==> config.mk <==
export PLATFORM = sky130hd
export DESIGN_NAME = gpb_bank
export DESIGN_NICKNAME = d
export VERILOG_FILES = /design/src/rtl/gpb_pkg.sv /design/src/rtl/gpb_port_if.sv /design/src/rtl/gpb_port.sv /design/src/rtl/gpb_bank.sv
export SDC_FILE = /design/constraint.sdc
export NUM_CORES = 1
export LEC_CHECK = 0
export BUFFER_PORTS_ARGS = -buffer_cell sky130_fd_sc_hd__buf_2
export CORE_MARGIN = 4
export CORE_UTILIZATION = 30
export CTS_CLUSTER_DIAMETER = 100
export DETAILED_ROUTE_END_ITERATION = 6
export GPL_TIMING_DRIVEN = 0
export PLACE_DENSITY_LB_ADDON = 0.05
export SYNTH_ARGS = -nofsm -noshare
export SYNTH_HDL_FRONTEND = slang
export SYNTH_SLANG_ARGS = --single-unit
export TNS_END_PERCENT = 10
==> constraint.sdc <==
create_clock -name clk_sys -period 2.9 [get_ports clk_sys]
set_clock_uncertainty 0.1 [all_clocks]
set_input_delay 0.435 -clock clk_sys [delete_from_list [all_inputs] [get_ports clk_sys]]
set_output_delay 0.435 -clock clk_sys [all_outputs]
set_load 0.1 [all_outputs]
==> src/rtl/gpb_pkg.sv <==
// gpb_pkg: constants shared by the GPIO port bank and its port slices.
// assumes one 100 MHz system clock and an 8-bit register access port.
package gpb_pkg;
    localparam int NUM_PORTS = 9;
    localparam int PORT_W = 8;
    localparam int PIN_W = NUM_PORTS * PORT_W;
    localparam int CLK_NS = 10;
    localparam int SYNC_STAGES = 2;
    // port order A B C D E F G H J
    localparam logic [3:0] IDX_B = 4'h1;
    localparam logic [3:0] IDX_D = 4'h3;
    localparam logic [3:0] IDX_E = 4'h4;
    localparam logic [3:0] IDX_G = 4'h6;
    localparam logic [3:0] IDX_H = 4'h7;
    localparam logic [3:0] IDX_J = 4'h8;
    // register select within a port
    localparam logic [1:0] SEL_DIR = 2'h0;
    localparam logic [1:0] SEL_PIN = 2'h1;
    localparam logic [1:0] SEL_LAT = 2'h2;
    localparam logic [PORT_W-1:0] DIR_RST = 8'hFF;
    localparam logic [PORT_W-1:0] LAT_RST = 8'h00;
    localparam logic [PORT_W-1:0] ZERO_BYTE = 8'h00;
    localparam logic PU_RST = 1'b0;
    localparam logic [NUM_PORTS-1:0][PORT_W-1:0] PORT_MASK = {
        8'hFF, 8'hFF, 8'h1F, 8'hFF, 8'hFF, 8'hFF, 8'hFF, 8'hFF, 8'hFF};
    localparam int PUB_BIT = 7;
    localparam int PUJ_BIT = 5;
    localparam int PUE_BIT = 6;
    localparam int PUD_BIT = 7;
endpackage : gpb_pkg

==> src/rtl/gpb_port_if.sv <==
// gpb_port_if: signals between the bank controller and one port slice.
// assumes both ends share clk_sys.
`timescale 1ns/100ps
interface gpb_port_if;
    import gpb_pkg::*;
    logic wr_dir;
    logic wr_lat;
    logic [PORT_W-1:0] wr_data;
    logic [PORT_W-1:0] pin_raw;
    logic [PORT_W-1:0] periph_en;
    logic [PORT_W-1:0] periph_out;
    logic [PORT_W-1:0] periph_oe;
    logic [PORT_W-1:0] dir;
    logic [PORT_W-1:0] lat;
    logic [PORT_W-1:0] pin_lvl;
    logic [PORT_W-1:0] pin_out;
    logic [PORT_W-1:0] pin_oe;
    modport ctrl (output wr_dir, wr_lat, wr_data, pin_raw, periph_en,
        periph_out, periph_oe, input dir, lat, pin_lvl, pin_out, pin_oe);
    modport port (input wr_dir, wr_lat, wr_data, pin_raw, periph_en,
        periph_out, periph_oe, output dir, lat, pin_lvl, pin_out, pin_oe);
endinterface : gpb_port_if

==> src/rtl/gpb_port.sv <==
// gpb_port: one 8-bit port slice with direction, latch and pin sampler.
// assumes pin_raw is asynchronous and writes are one-cycle strobes.
`timescale 1ns/100ps
module gpb_port
    import gpb_pkg::*;
#(
    parameter logic [PORT_W-1:0] MASK = 8'hFF,
    parameter bit PRESENT = 1'b1
) (
    input wire logic clk_sys, // system clock
    input wire logic reset_n, // synchronous reset, active low
    gpb_port_if.port bus // link to the bank controller
);
    typedef struct packed {
        logic [PORT_W-1:0] dir;
        logic [PORT_W-1:0] lat;
        logic [PORT_W-1:0] sync1;
        logic [PORT_W-1:0] sync2;
    } gpb_slice_t;

    localparam logic [PORT_W-1:0] LIVE = PRESENT ? MASK : ZERO_BYTE;

    gpb_slice_t st_reg;
    gpb_slice_t st_next;

    always_comb begin
        st_next = st_reg;
        st_next.sync1 = bus.pin_raw & LIVE;
        st_next.sync2 = st_reg.sync1;
        if (bus.wr_dir) begin
            st_next.dir = bus.wr_data & LIVE;
        end
        if (bus.wr_lat) begin
            st_next.lat = bus.wr_data & LIVE;
        end
    end

    always_ff @(posedge clk_sys) begin
        if (!reset_n) begin
            st_reg <= '{DIR_RST & LIVE, LAT_RST, ZERO_BYTE, ZERO_BYTE};
        end else begin
            st_reg <= st_next;
        end
    end

    assign bus.dir = st_reg.dir;
    assign bus.lat = st_reg.lat;
    assign bus.pin_lvl = st_reg.sync2;
    assign bus.pin_out = LIVE & ((bus.periph_en & bus.periph_out)
        | (~bus.periph_en & st_reg.lat));
    assign bus.pin_oe = LIVE & ((bus.periph_en & bus.periph_oe)
        | (~bus.periph_en & ~st_reg.dir));
endmodule // gpb_port

==> src/rtl/gpb_bank.sv <==
// gpb_bank: nine-port GPIO bank with register access and pull-up enables.
// assumes a host drives one-cycle read and write strobes on clk_sys;
// pins arrive asynchronously and are synchronised per port.
`timescale 1ns/100ps
module gpb_bank
    import gpb_pkg::*;
#(
    parameter bit LARGE_PKG = 1'b1
) (
    input wire logic clk_sys, // system clock, 100 MHz
    input wire logic reset_n, // synchronous reset, active low
    input wire logic cpu_wr_en, // register write strobe
    input wire logic cpu_rd_en, // register read strobe
    input wire logic [3:0] cpu_port, // port index, A=0 .. J=8
    input wire logic [1:0] cpu_sel, // 0 dir, 1 pin, 2 latch
    input wire logic [PORT_W-1:0] cpu_wr_data, // write data
    output logic [PORT_W-1:0] cpu_rd_data, // read data, registered
    input wire logic [PORT_W-1:0] int_ctrl_reg_2, // interrupt control 2
    input wire logic [PIN_W-1:0] pin_in, // pad input levels
    output logic [PIN_W-1:0] pin_out, // pad output values
    output logic [PIN_W-1:0] pin_oe, // pad output enables
    input wire logic [PIN_W-1:0] periph_en, // peripheral owns pin
    input wire logic [PIN_W-1:0] periph_out, // peripheral output
    input wire logic [PIN_W-1:0] periph_oe, // peripheral enable
    output logic [PIN_W-1:0] pullup_en // weak pull-up on
);
    typedef struct packed {
        logic pu_d;
        logic pu_e;
        logic pu_j;
        logic [PORT_W-1:0] rd_data;
    } gpb_ctrl_t;

    function automatic logic hit(input logic [3:0] port, input int idx);
        return port == idx[3:0];
    endfunction

    function automatic logic present(input int idx);
        return LARGE_PKG || (idx != int'(IDX_H) && idx != int'(IDX_J));
    endfunction

    gpb_ctrl_t st_reg;
    gpb_ctrl_t st_next;
    logic [NUM_PORTS-1:0][PORT_W-1:0] dir_v;
    logic [NUM_PORTS-1:0][PORT_W-1:0] lat_v;
    logic [NUM_PORTS-1:0][PORT_W-1:0] lvl_v;
    logic [NUM_PORTS-1:0] pu_v;
    logic port_b_pu;

    // port B enable from control bit
    assign port_b_pu = int_ctrl_reg_2[PUB_BIT];

    always_comb begin
        pu_v = '0;
        pu_v[IDX_B] = port_b_pu;
        pu_v[IDX_D] = st_reg.pu_d;
        pu_v[IDX_E] = st_reg.pu_e;
        pu_v[IDX_J] = st_reg.pu_j & LARGE_PKG;
    end

    genvar gi;
    generate
        for (gi = 0; gi < NUM_PORTS; gi++) begin : g_port
            gpb_port_if pif();
            localparam bit PRES = present(gi);
            assign pif.wr_dir = cpu_wr_en && hit(cpu_port, gi)
                && cpu_sel == SEL_DIR;
            assign pif.wr_lat = cpu_wr_en && hit(cpu_port, gi)
                && (cpu_sel == SEL_PIN || cpu_sel == SEL_LAT);
            assign pif.wr_data = cpu_wr_data;
            assign pif.pin_raw = pin_in[gi*PORT_W +: PORT_W];
            assign pif.periph_en = periph_en[gi*PORT_W +: PORT_W];
            assign pif.periph_out = periph_out[gi*PORT_W +: PORT_W];
            assign pif.periph_oe = periph_oe[gi*PORT_W +: PORT_W];
            assign dir_v[gi] = pif.dir;
            assign lat_v[gi] = pif.lat;
            assign lvl_v[gi] = pif.pin_lvl;
            assign pin_out[gi*PORT_W +: PORT_W] = pif.pin_out;
            assign pin_oe[gi*PORT_W +: PORT_W] = pif.pin_oe;
            assign pullup_en[gi*PORT_W +: PORT_W] =
                {PORT_W{pu_v[gi]}} & ~pif.pin_oe;
            // H and J vanish on small variant
            gpb_port #(
                .MASK(PORT_MASK[gi]),
                .PRESENT(PRES)
            ) u_port (
                .clk_sys(clk_sys),
                .reset_n(reset_n),
                .bus(pif)
            );
        end
    endgenerate

    always_comb begin
        st_next = st_reg;
        // upper port G pin bits hold pull-ups
        if (cpu_wr_en && cpu_port == IDX_G && cpu_sel == SEL_PIN) begin
            st_next.pu_d = cpu_wr_data[PUD_BIT];
            st_next.pu_e = cpu_wr_data[PUE_BIT];
            st_next.pu_j = cpu_wr_data[PUJ_BIT] & LARGE_PKG;
        end
        if (cpu_rd_en) begin
            st_next.rd_data = ZERO_BYTE;
            if (cpu_port < NUM_PORTS[3:0]) begin
                unique case (cpu_sel)
                    SEL_DIR: st_next.rd_data = dir_v[cpu_port];
                    SEL_PIN: st_next.rd_data = lvl_v[cpu_port];
                    SEL_LAT: st_next.rd_data = lat_v[cpu_port];
                    default: st_next.rd_data = ZERO_BYTE;
                endcase
                if (cpu_port == IDX_G && cpu_sel == SEL_PIN) begin
                    st_next.rd_data[PUJ_BIT] = st_reg.pu_j;
                    st_next.rd_data[PUE_BIT] = st_reg.pu_e;
                    st_next.rd_data[PUD_BIT] = st_reg.pu_d;
                end
            end
        end
    end

    always_ff @(posedge clk_sys) begin
        if (!reset_n) begin
            st_reg <= '{PU_RST, PU_RST, PU_RST, ZERO_BYTE};
        end else begin
            st_reg <= st_next;
        end
    end

    assign cpu_rd_data = st_reg.rd_data;
endmodule // gpb_bank

**Yosys cells after proc, flatten, opt, wreduce, memory -nomap -nowiden**

Cells that the tools add are included.

- Reduce and logical (&&, ||, !) cells: 32
- Bitwise gates (word level): 80
- Equality and inequality tests: 10
- Mux-type cells: 9
- $lt $le $gt $ge: 2

Operators with widths:

| operator | number |
|---|---|
| $and 8x8->8 | 36 |
| $not 8->8 | 20 |
| $or 8x8->8 | 16 |
| $bmux 8 s4 | 3 |
| $mux 8 | 4 |
| $logic_and 1x1->1 | 29 |
| $pmux 8 s3 | 1 |
| $and 5x5->5 | 4 |
| $eq 4x3->1 const B | 4 |
| $not 5->5 | 2 |
| $or 5x5->5 | 2 |
| $eq 4x2->1 const B | 2 |
| $lt 4x5->1 const B | 1 |
| $eq 4x1->1 const B | 1 |
| $eq 4x4->1 const B | 1 |
| $logic_not 4->1 | 1 |
| $lt 4x4->1 const B | 1 |
| $mux 3 | 1 |
| $eq 2x1->1 const B | 1 |
| $eq 2x2->1 const B | 1 |
| $logic_not 2->1 | 1 |
| $logic_or 1x1->1 | 1 |

- Bits in registers: 293
- Output and inout bits: 224
- Word-level logic and storage cells: 174
- Input port bits: 314

**Depth between registers and ports, before layout**

Gate-level depths: netlist of run 1.

- Word-level depth: 5
- Depth in mapped cells: 9
- Mapped depth without buffers: 7

**Cells and area by module**

From an unflattened synthesis of run 1, not the netlist that was laid out.

- Cell total of the unflattened synthesis: 1375
- Area, all modules: 13565.5 µm²

By module, submodules not included:

| module | sequential area each (µm²) | cells an instance | instances | area an instance (µm²) |
|---|---|---|---|---|
| gpb_port at g_port[0].u_port ... | 640.6 | 109 | 8 | 1181.1 |
| gpb_bank | 220.2 | 418 | 1 | 3254.4 |
| gpb_port at g_port[6].u_port | 400.4 | 85 | 1 | 862.1 |

**Least setup slack after synthesis of run 1**

Ideal clock, no wire load.

- Path kind: input-to-output
- Start: input periph_en[32]
- End: output pullup_en[32]
- Path buffers: 0
- Path slack: -1532 ps
- Arrival time: 3897 ps
- Data required time: 2365 ps
- Stages on the path: 2
- Path through: o21ai_0 nor2b_1

- Longest elaborated chain between the ends: 5
- Elaborated cells on any way between the ends: 6
- Classes of those cells: bitwise (6)

Ends and longest elaborated chain:

| element | RTL line | source |
|---|---|---|
| from (decl) | gpb_bank.sv:22 | `input wire logic [PIN_W-1:0] periph_en,` |
| $not 8->8 | gpb_port.sv:52 | `\| (~bus.periph_en & ~st_reg.dir));` |
| $and 8x8->8 | gpb_port.sv:52 |  |
| $or 8x8->8 * | gpb_port.sv:52 |  |
| $not 8->8 * | gpb_bank.sv:81 | `{PORT_W{pu_v[gi]}} & ~pif.pin_oe;` |
| $and 8x8->8 * | gpb_bank.sv:81 |  |
| to (decl) | gpb_bank.sv:25 | `output logic [PIN_W-1:0] pullup_en` |

Mark *: on every way between the ends. The rest lies on a longest branch, timed or not.

**Worst setup path in the final report of run 1**

- Start: register st_reg (netlist bit pu_v[8])
- End: output pullup_en[71]

- Longest elaborated chain between the ends: 1

Ends and longest elaborated chain:

| element | RTL line | source |
|---|---|---|
| from (decl) | gpb_bank.sv:42 | `gpb_ctrl_t st_reg;` |
| from (signal assigned) | gpb_bank.sv:122 | `st_reg <= '{PU_RST, PU_RST, PU_RST, ZERO_BYTE};` |
| from (signal assigned) | gpb_bank.sv:124 | `st_reg <= st_next;` |
| $and 8x8->8 | gpb_bank.sv:81 |  |

Every way passes these cells.

==> flow_summary.ini, run 1 <==
[run]
cap_viol_max_count = 0

[detailed_routing]
totalWireLength_mm = 59.5
antenna_left = 0
drt_iter0_markers = 612
dr.pass1.iters = 5
vias_per_cell = 4.80
wl_per_cell_microns = 22.8
drc = 0
num_vias = 12600

[layout]
fillers = 4525
layout_common_cells = buf_2 (472), dfxtp_1 (287), nand2_1 (252), and2_1 (141), mux2i_1 (93)
multiInputGateArea_sq_um = 6960
stdcell_count = 2615
drive_above_1_share = 0.347
final_common_cell = buf_2
final_area_sq_um = 17700
ff_latch_area_sq_um = 5750
syn2layout_area_growth_pct = 33.1
finalNetCount = 2322

[synth]
synth_area_sq_um = 13300
synth_area_leaders = dfxtp_1 (43%), nand2_1 (7.1%), mux2i_1 (7.0%)
synth_top_area_frac = 0.432
synth_seq_cells = 287
synth_async_sr_flop_share = 0
synth.avg_cell_area_sq_um = 9.09
synth_flop_cell = dfxtp_1
yosys.area.top_type = dfxtp_1
yosysSeqAreaShare = 0.432
ys_warn_count = 0
netlist-cell-type-count = 56
synth_edf_count = 0
syn-instance-count = 1464

[die]
die_h_microns = 219
core_sq_um = 43500
die_x_microns = 219
num_rows = 76
die-area_sq_um = 47800
initial_core_util = 0.306
ios = 538

[global_route]
grt_pass1_vias = 12400
grt_pass1_wl_mm = 83.4
grt_max_degree = 14
globalRouteOverflowTotal = 0
antenna_found_initial = 5
grt.total_usage = 0.235

[place]
gp_routability_congestion = 0.910
dpl_cell_area_sq_um = 16500
dp_cells = 2553
hpwlAfterDp_mm = 47.2
io_buffers = 459

[clock_network]
cts-resized-gates = 0
cts_tree = done
clock_tree.root_cell = clkbuf_16
numCtsBuffers = 34
postCtsSetupRepairBufs = 0
clockBufferDepth = 3
cts_max_level = 2
clk_pin_slew_ns = 0.06
cts.sinks = 287
hold_buffers = 0
clock_latency_ns = 0.52

[timing]
slew_headroom = 0.250
finalSetupTns_ns = 0
slew_viol_final = 0
hold_slack_ns = 0.0257
tightest_slew_ns = 1.12
finalHoldViolations = 0
period_needed_ns = 2.68
finalSetupViolCount = 0
fin_crit_sh = 0.926
fmax_ghz = 0.373
rsz0062_at_grt = false

[setup_path]
critPathMaxFanout = 10
critPathKind = flop to output pin
required_ns = 2.37
arrival_ns = 2.15
r2r_slack_ns = 1.15
reg2reg_to = cpu_rd_data[6]
start_kind = flop
crit_start = pu_v[8]
rr_worst_depth = 5
crit_path_end = pullup_en[71]
end_kind = output pin
rr_startpoint = g_port[7].u_port.bus.pin_lvl[6]

[outcome]
outcome = finished clean

[pwr]
finalPower_mw = 10.8
p_leak_nw = 8.21
ir_drop_uv = 361
p_per_area_nw_per_um2 = 608

[hold_path]
min_path_type = input pin to flop
==> state kept, by name (all words and copies together) (netlist names) <==
name	count
cpu_rd_data	8
g_port.u_port.bus.lat	69
g_port.u_port.bus.pin_lvl	69
g_port.u_port.st_next	69
g_port.u_port.bus.dir	69
pu_v	3
==> final cells by class <==
| cell class | instances | area share |
|---|---|---|
| multi-input cells | 1080 | 0.393 |
| diodes | 3 | 0.000424 |
| clock inverters | 14 | 0.0112 |
| flip-flops and latches | 287 | 0.324 |
| plain buffers | 136 | 0.0446 |
| repair buffers | 459 | 0.130 |
| well taps | 585 | 0.0413 |
| inverters | 6 | 0.00127 |
| clock buffers | 45 | 0.0543 |
==> cells by family after synthesis <==
| logic type | after synthesis | synth area share |
|---|---|---|
| DFF | 287 | 0.432 |
| other | 1 | 0.000282 |
| muxes | 185 | 0.157 |
| adders and majority gates | 4 | 0.00376 |
| AOI/OAI and AO/OA | 230 | 0.111 |
| and+or+nand+nor | 615 | 0.235 |
| buffers and inverters | 142 | 0.0610 |
==> worst min path at each step <==
| stage | slack [ns] | start | depth (start not counted) | to |
|---|---|---|---|---|
| 2_1_floorplan | 0.31 | g_port[1].u_port.st_next[1] | 1 | g_port[1].u_port.bus.pin_lvl[1] |
| 6_report | 0.03 | pin_in[66] | 2 | g_port[8].u_port.st_next[2] |
| 3_3_place_gp | 0.32 | g_port[8].u_port.st_next[7] | 1 | g_port[8].u_port.bus.pin_lvl[7] |
| 3_5_place_dp | 0.32 | g_port[3].u_port.st_next[4] | 1 | g_port[3].u_port.bus.pin_lvl[4] |
| 4_1_cts | 0.004 | pin_in[66] | 2 | g_port[8].u_port.st_next[2] |
| 5_1_grt | 0.01 | pin_in[47] | 2 | g_port[5].u_port.st_next[7] |
==> where the power goes <==
| part | total, mW | switching (mW) | internal (mW) |
|---|---|---|---|
| sequential | 4.09 | 0.0393 | 4.05 |
| clock | 4.44 | 1.73 | 2.70 |
| combinational | 2.25 | 1.73 | 0.525 |
| total | 10.8 | 3.50 | 7.28 |
==> routing by layer <==
metal,vias to the layer above,part of all wire,global-route usage
met1,5889,0.41,0.290
met3,91,0.077,0.0539
met2,527,0.49,0.412
met4,6,0.026,0.0632
met5,-,0.00057,0
li1,6048,-,-
==> Yosys cell counts (3+ instances only) <==
cell type	number
a21boi_0	40
a21oi_1	8
a221o_1	4
a221oi_1	10
a311o_1	6
a31oi_1	11
a32oi_1	3
and2_1	141
buf_2	13
buf_4	56
buf_6	7
clkbuf_1	60
dfxtp_1	287
ha_1	4
inv_1	5
mux2_2	80
mux2i_1	93
mux4_2	11
nand2_1	252
nand3_1	92
nand3b_1	5
nor2_1	15
nor2b_1	76
nor3_1	9
nor3_2	3
o21ai_0	110
o221ai_1	7
o22ai_1	10
o2bb2ai_1	6
o31ai_1	3
==> critical path, stage by stage, from the launching register on <==
cell and delay (ns):
dfxtp_1 0.30, clkbuf_1 0.45, nor2b_1 0.38, buf_2 0.50
==> stage by stage <==
step,worst slack (ns),utilization
after global placement,0.191,0.381
after detailed placement,0.189,0.381
after floorplan,-0.415,-
final,0.216,0.408
after CTS,0.208,0.408
after global routing,0.132,0.408
No activity file was read; power rests on OpenSTA's default activity.
==> run 2, diff against run 1 <==
- CORE_AREA: unset -> 4 4 206 208
- CORE_MARGIN: 4 -> unset
- CORE_UTILIZATION: 30 -> unset
- DIE_AREA: unset -> 0 0 210 212
==> flow_summary.ini, run 2 (synthesized netlist as in run 1, its figures left out) <==
[clock_network]
clk_pin_slew_ns = 0.06
numCtsBuffers = 31
clock_tree.root_cell = clkbuf_16
cts.sinks = 287
cts_max_level = 1
clockBufferDepth = 3
cts_tree = done
clock_latency_ns = 0.57
postCtsSetupRepairBufs = 0

[timing]
period_needed_ns = 2.70
rsz0062_at_grt = false
slew_viol_final = 0
finalHoldViolations = 0
finalSetupViolCount = 0
slew_headroom = 0.110
fmax_ghz = 0.370
tightest_slew_ns = 1.32
fin_crit_sh = 0.933
fin_ws_ns = 0.195

[detailed_routing]
num_vias = 12700
totalWireLength_mm = 57.0
antenna_left = 0
highest_layer = met5
wl_per_cell_microns = 21.7
drt_iter0_markers = 800
vias_per_cell = 4.85
wl_met1_mm = 23.0
dr.pass1.iters = 6
dr_wl_met3_mm = 3.90
wl_met2_mm = 28.9
drc = 0

[global_route]
grt_pass1_wl_mm = 80.6
grt_pass1_vias = 12200
antenna_found_initial = 5
grt_max_degree = 17
globalRouteOverflowTotal = 0
grt.total_usage = 0.241

[outcome]
outcome = finished clean

[setup_path]
arrival_ns = 2.17
critical_path.max_stage_delay_ns = 0.62
critPathMaxFanout = 10
critPathSlowestCell = clkbuf_1
critPathKind = flop to output pin
critPathBufInv = 2
r2r_slack_ns = 1.16
crit_family = buffers and inverters
start_kind = flop
crit_chain = clkbuf_1, nor2b_1, buf_2
required_ns = 2.37
end_kind = output pin

[pwr]
ir_drop_uv = 419
p_per_area_nw_per_um2 = 573
p_leak_nw = 8.44

[layout]
layout_common_cells = buf_2 (472), dfxtp_1 (287), nand2_1 (252), and2_1 (141), mux2i_1 (93)
final_common_cell = buf_2
finalNetCount = 2387
syn2layout_area_growth_pct = 36.9
stdcell_count = 2627
drive_above_1_share = 0.334

[die]
initial_core_util = 0.328
core_sq_um = 40600
num_rows = 74
die_h_microns = 212
die_x_microns = 210
ios = 538
die-area_sq_um = 44500

[place]
dp_cells = 2500
hpwlAfterDp_mm = 45.1
pre_cts_slack_ns = 0.0181
gp_routability_congestion = 0.922
io_buffers = 459

[hold_path]
min_path_type = input pin to flop

[run]
cap_viol_max_count = 0
run 2: cell types whose count changed in the layout (fill, tap and decap cells not counted):
cell           before  now
clkinv_2            4    3
bufinv_16           4    2
dlygate4sd3_1       0   68
clkinv_4            1    2
clkbuf_1           64   68
clkinv_8            1    0
diode_2             3    1
inv_6               2    0
inv_16              0    1
clkbuf_8            7    9
clkbuf_16          34   31
run 2: per-layer routing:
layer | vias up | global-route usage
met1 | 5976 | 0.300
met5 | - | 0
met4 | 8 | 0.0493
met3 | 73 | 0.0450
met2 | 509 | 0.439
li1 | 6163 | -
run 2: power by group:
part	switching [mW]	internal (mW)
registers	0.0395	4.05
clock network	1.66	2.39
logic	1.72	0.584
total	3.42	7.02
run 2: stage by stage:
| step | utilization | area, sq um | hold WS, ns | TNS [ns] | power [mW] |
|---|---|---|---|---|---|
| finish | 0.449 | 18200 | 0.0243 | 0 | 10.4 |
| global route | 0.449 | 18200 | 0.0262 | 0 | 10.8 |
| CTS | 0.449 | 18200 | 0.00816 | 0 | 10.5 |
| detailed placement | 0.406 | 16500 | 0.318 | 0 | 6.41 |
| global placement | 0.406 | 16500 | 0.314 | 0 | 6.40 |
| floorplan | - | 13500 | 0.306 | -15.51 | 5.84 |
run 2: area by class of cell:
class,count,area (sq um)
fill,4029,22300
multi-input combinational,1080,6960
sequential,287,5750
timing repair buffer,527,2980
clock buffer,48,930
buffer,136,790
tap,532,666
clock inverter,10,128
inverter,6,22.5
antenna,1,2.50
run 2: path summary, 6_finish.rpt:
| check | depth (start not counted) | from | endpoint |
|---|---|---|---|
| worst min-delay path | 2 | pin_in[15] | g_port[1].u_port.st_next[7] |
| worst min register to register | 1 | g_port[1].u_port.st_next[1] | g_port[1].u_port.bus.pin_lvl[1] |
| worst max-delay path | 3 | pu_v[4] | pullup_en[39] |
| worst max register to register | 5 | g_port[7].u_port.bus.pin_lvl[6] | cpu_rd_data[6] |
run 2: timing repair:
item                                   CTS  global route
setup endpoints to repair                0             0
resized for setup                        0             0
endpoints found under the hold margin   68             0
hold buffers                            68             0
==> run 3, diff against run 2 <==
- CORE_AREA: 4 4 206 208 -> 4 4 208 210
- DIE_AREA: 0 0 210 212 -> 0 0 212 214
- clock period: 2.9 -> 2.5 ns (I/O delays scaled with it)
==> flow_summary.ini, run 3 (synthesized netlist as in run 1, its figures left out) <==
[global_route]
antenna_found_initial = 8
grt_max_degree = 14
grt.total_usage = 0.246
grt_pass1_wl_mm = 83.9
grt_pass1_vias = 12600
globalRouteOverflowTotal = 0

[pwr]
p_leak_nw = 8.52
p_per_area_nw_per_um2 = 677
finalPower_mw = 12.4
ir_drop_uv = 419

[setup_path]
end_kind = output pin
start_kind = flop
critPathKind = flop to output pin
crit_family = flip-flops
critPathBufInv = 1
critical_path.max_stage_delay_ns = 0.51
crit_chain = o21ai_2, nor2b_1, buf_4
critPathMaxFanout = 3
required_ns = 2.03
arrival_ns = 1.93
critPathSlowestCell = dfxtp_1

[place]
hpwlAfterDp_mm = 46.3
dp_cells = 2507
io_buffers = 459
gp_routability_congestion = 0.895
pre_cts_slack_ns = -0.150

[die]
die_x_microns = 212
initial_core_util = 0.320
ios = 538
num_rows = 75
core_sq_um = 41600
die_h_microns = 214
die-area_sq_um = 45400

[clock_network]
cts.sinks = 287
cts_tree = done
clockBufferDepth = 3
clock_tree.root_cell = clkbuf_16
clock_latency_ns = 0.51
clk_pin_slew_ns = 0.06
numCtsBuffers = 34
postCtsSetupRepairBufs = 0
cts_max_level = 2

[outcome]
outcome = finished clean

[detailed_routing]
num_vias = 12900
dr.pass1.iters = 6
wl_per_cell_microns = 22.3
antenna_left = 0
drt_iter0_markers = 899
drc = 0
totalWireLength_mm = 58.7
vias_per_cell = 4.89

[layout]
layout_common_cells = buf_2 (471), dfxtp_1 (286), nand2_1 (252), and2_1 (141), mux2i_1 (93)
stdcell_count = 2632
drive_above_1_share = 0.352
final_common_cell = buf_2
fillers = 4178
syn2layout_area_growth_pct = 38.1
finalNetCount = 2386

[timing]
fin_ws_ns = 0.0968
tightest_slew_ns = 1.10
fin_crit_sh = 0.961
slew_headroom = 0.259
finalHoldViolations = 0
slew_viol_final = 0
finalSetupTns_ns = 0
rsz0062_at_grt = false
finalSetupViolCount = 0
fmax_ghz = 0.416
period_needed_ns = 2.40

[hold_path]
min_path_type = input pin to flop

[run]
cap_viol_max_count = 0
run 3: repair_timing:
action	4_1_cts	5_1_grt
resized for setup	2	1
hold buffers	66	0
endpoints found under the setup margin	17	2
cloned	0	0
hold endpoints to repair	66	0
run 3: worst register-to-register path: cells and delay by family, from the launching register on:
kind | cells | cell delay [ns]
AO/OA/AOI/OAI | 3 | 0.86
flip-flops | 1 | 0.29
multiplexers | 1 | 0.30
AND/OR/NAND/NOR | 1 | 0.07
run 3: where the power goes:
| group | switching [mW] | internal (mW) |
|---|---|---|
| Sequential | 0.0479 | 4.70 |
| Combinational | 2.02 | 0.682 |
| Clock | 1.96 | 3.03 |
run 3: per-layer routing:
metal	wire length (microns)	share of wire	global-route usage	up-vias
li1	-	-	-	6151
met1	23900	0.41	0.309	6123
met2	29600	0.50	0.445	508
met3	3990	0.068	0.0409	76
met4	1160	0.020	0.0465	12
met5	93	0.0016	0	-
run 3: cell type report:
| class | instances | area (sq um) | area share |
|---|---|---|---|
| Antenna cell | 1 | 2.50 | 0.000136 |
| Buffer | 134 | 783 | 0.0426 |
| Clock buffer | 46 | 967 | 0.0526 |
| Clock inverter | 14 | 155 | 0.00844 |
| Inverter | 6 | 22.5 | 0.00123 |
| Multi-Input combinational cell | 1080 | 7070 | 0.385 |
| Sequential cell | 287 | 5750 | 0.313 |
| Tap cell | 539 | 674 | 0.0367 |
| Timing Repair Buffer | 525 | 2960 | 0.161 |
run 3: worst paths after layout:
path	endpoint	depth (start not counted)	slack [ns]	start
hold reg to reg	g_port[8].u_port.bus.pin_lvl[7]	1	0.33	g_port[8].u_port.st_next[7]
hold / removal	g_port[8].u_port.st_next[7]	2	0.01	pin_in[71]
setup / recovery	pullup_en[71]	3	0.1	g_port[8].u_port.bus.dir[7]
setup reg to reg	cpu_rd_data[6]	5	0.76	g_port[5].u_port.bus.pin_lvl[6]
run 3: per-stage QoR:
step | utilization | hold WS, ns | cell area (sq um)
4_1_cts | 0.442 | 0.00922 | 18400
6_report | 0.442 | 0.0147 | 18400
3_5_place_dp | 0.399 | 0.317 | 16600
5_1_grt | 0.442 | 0.00488 | 18400
2_1_floorplan | - | 0.306 | 13600
3_3_place_gp | 0.399 | 0.315 | 16600
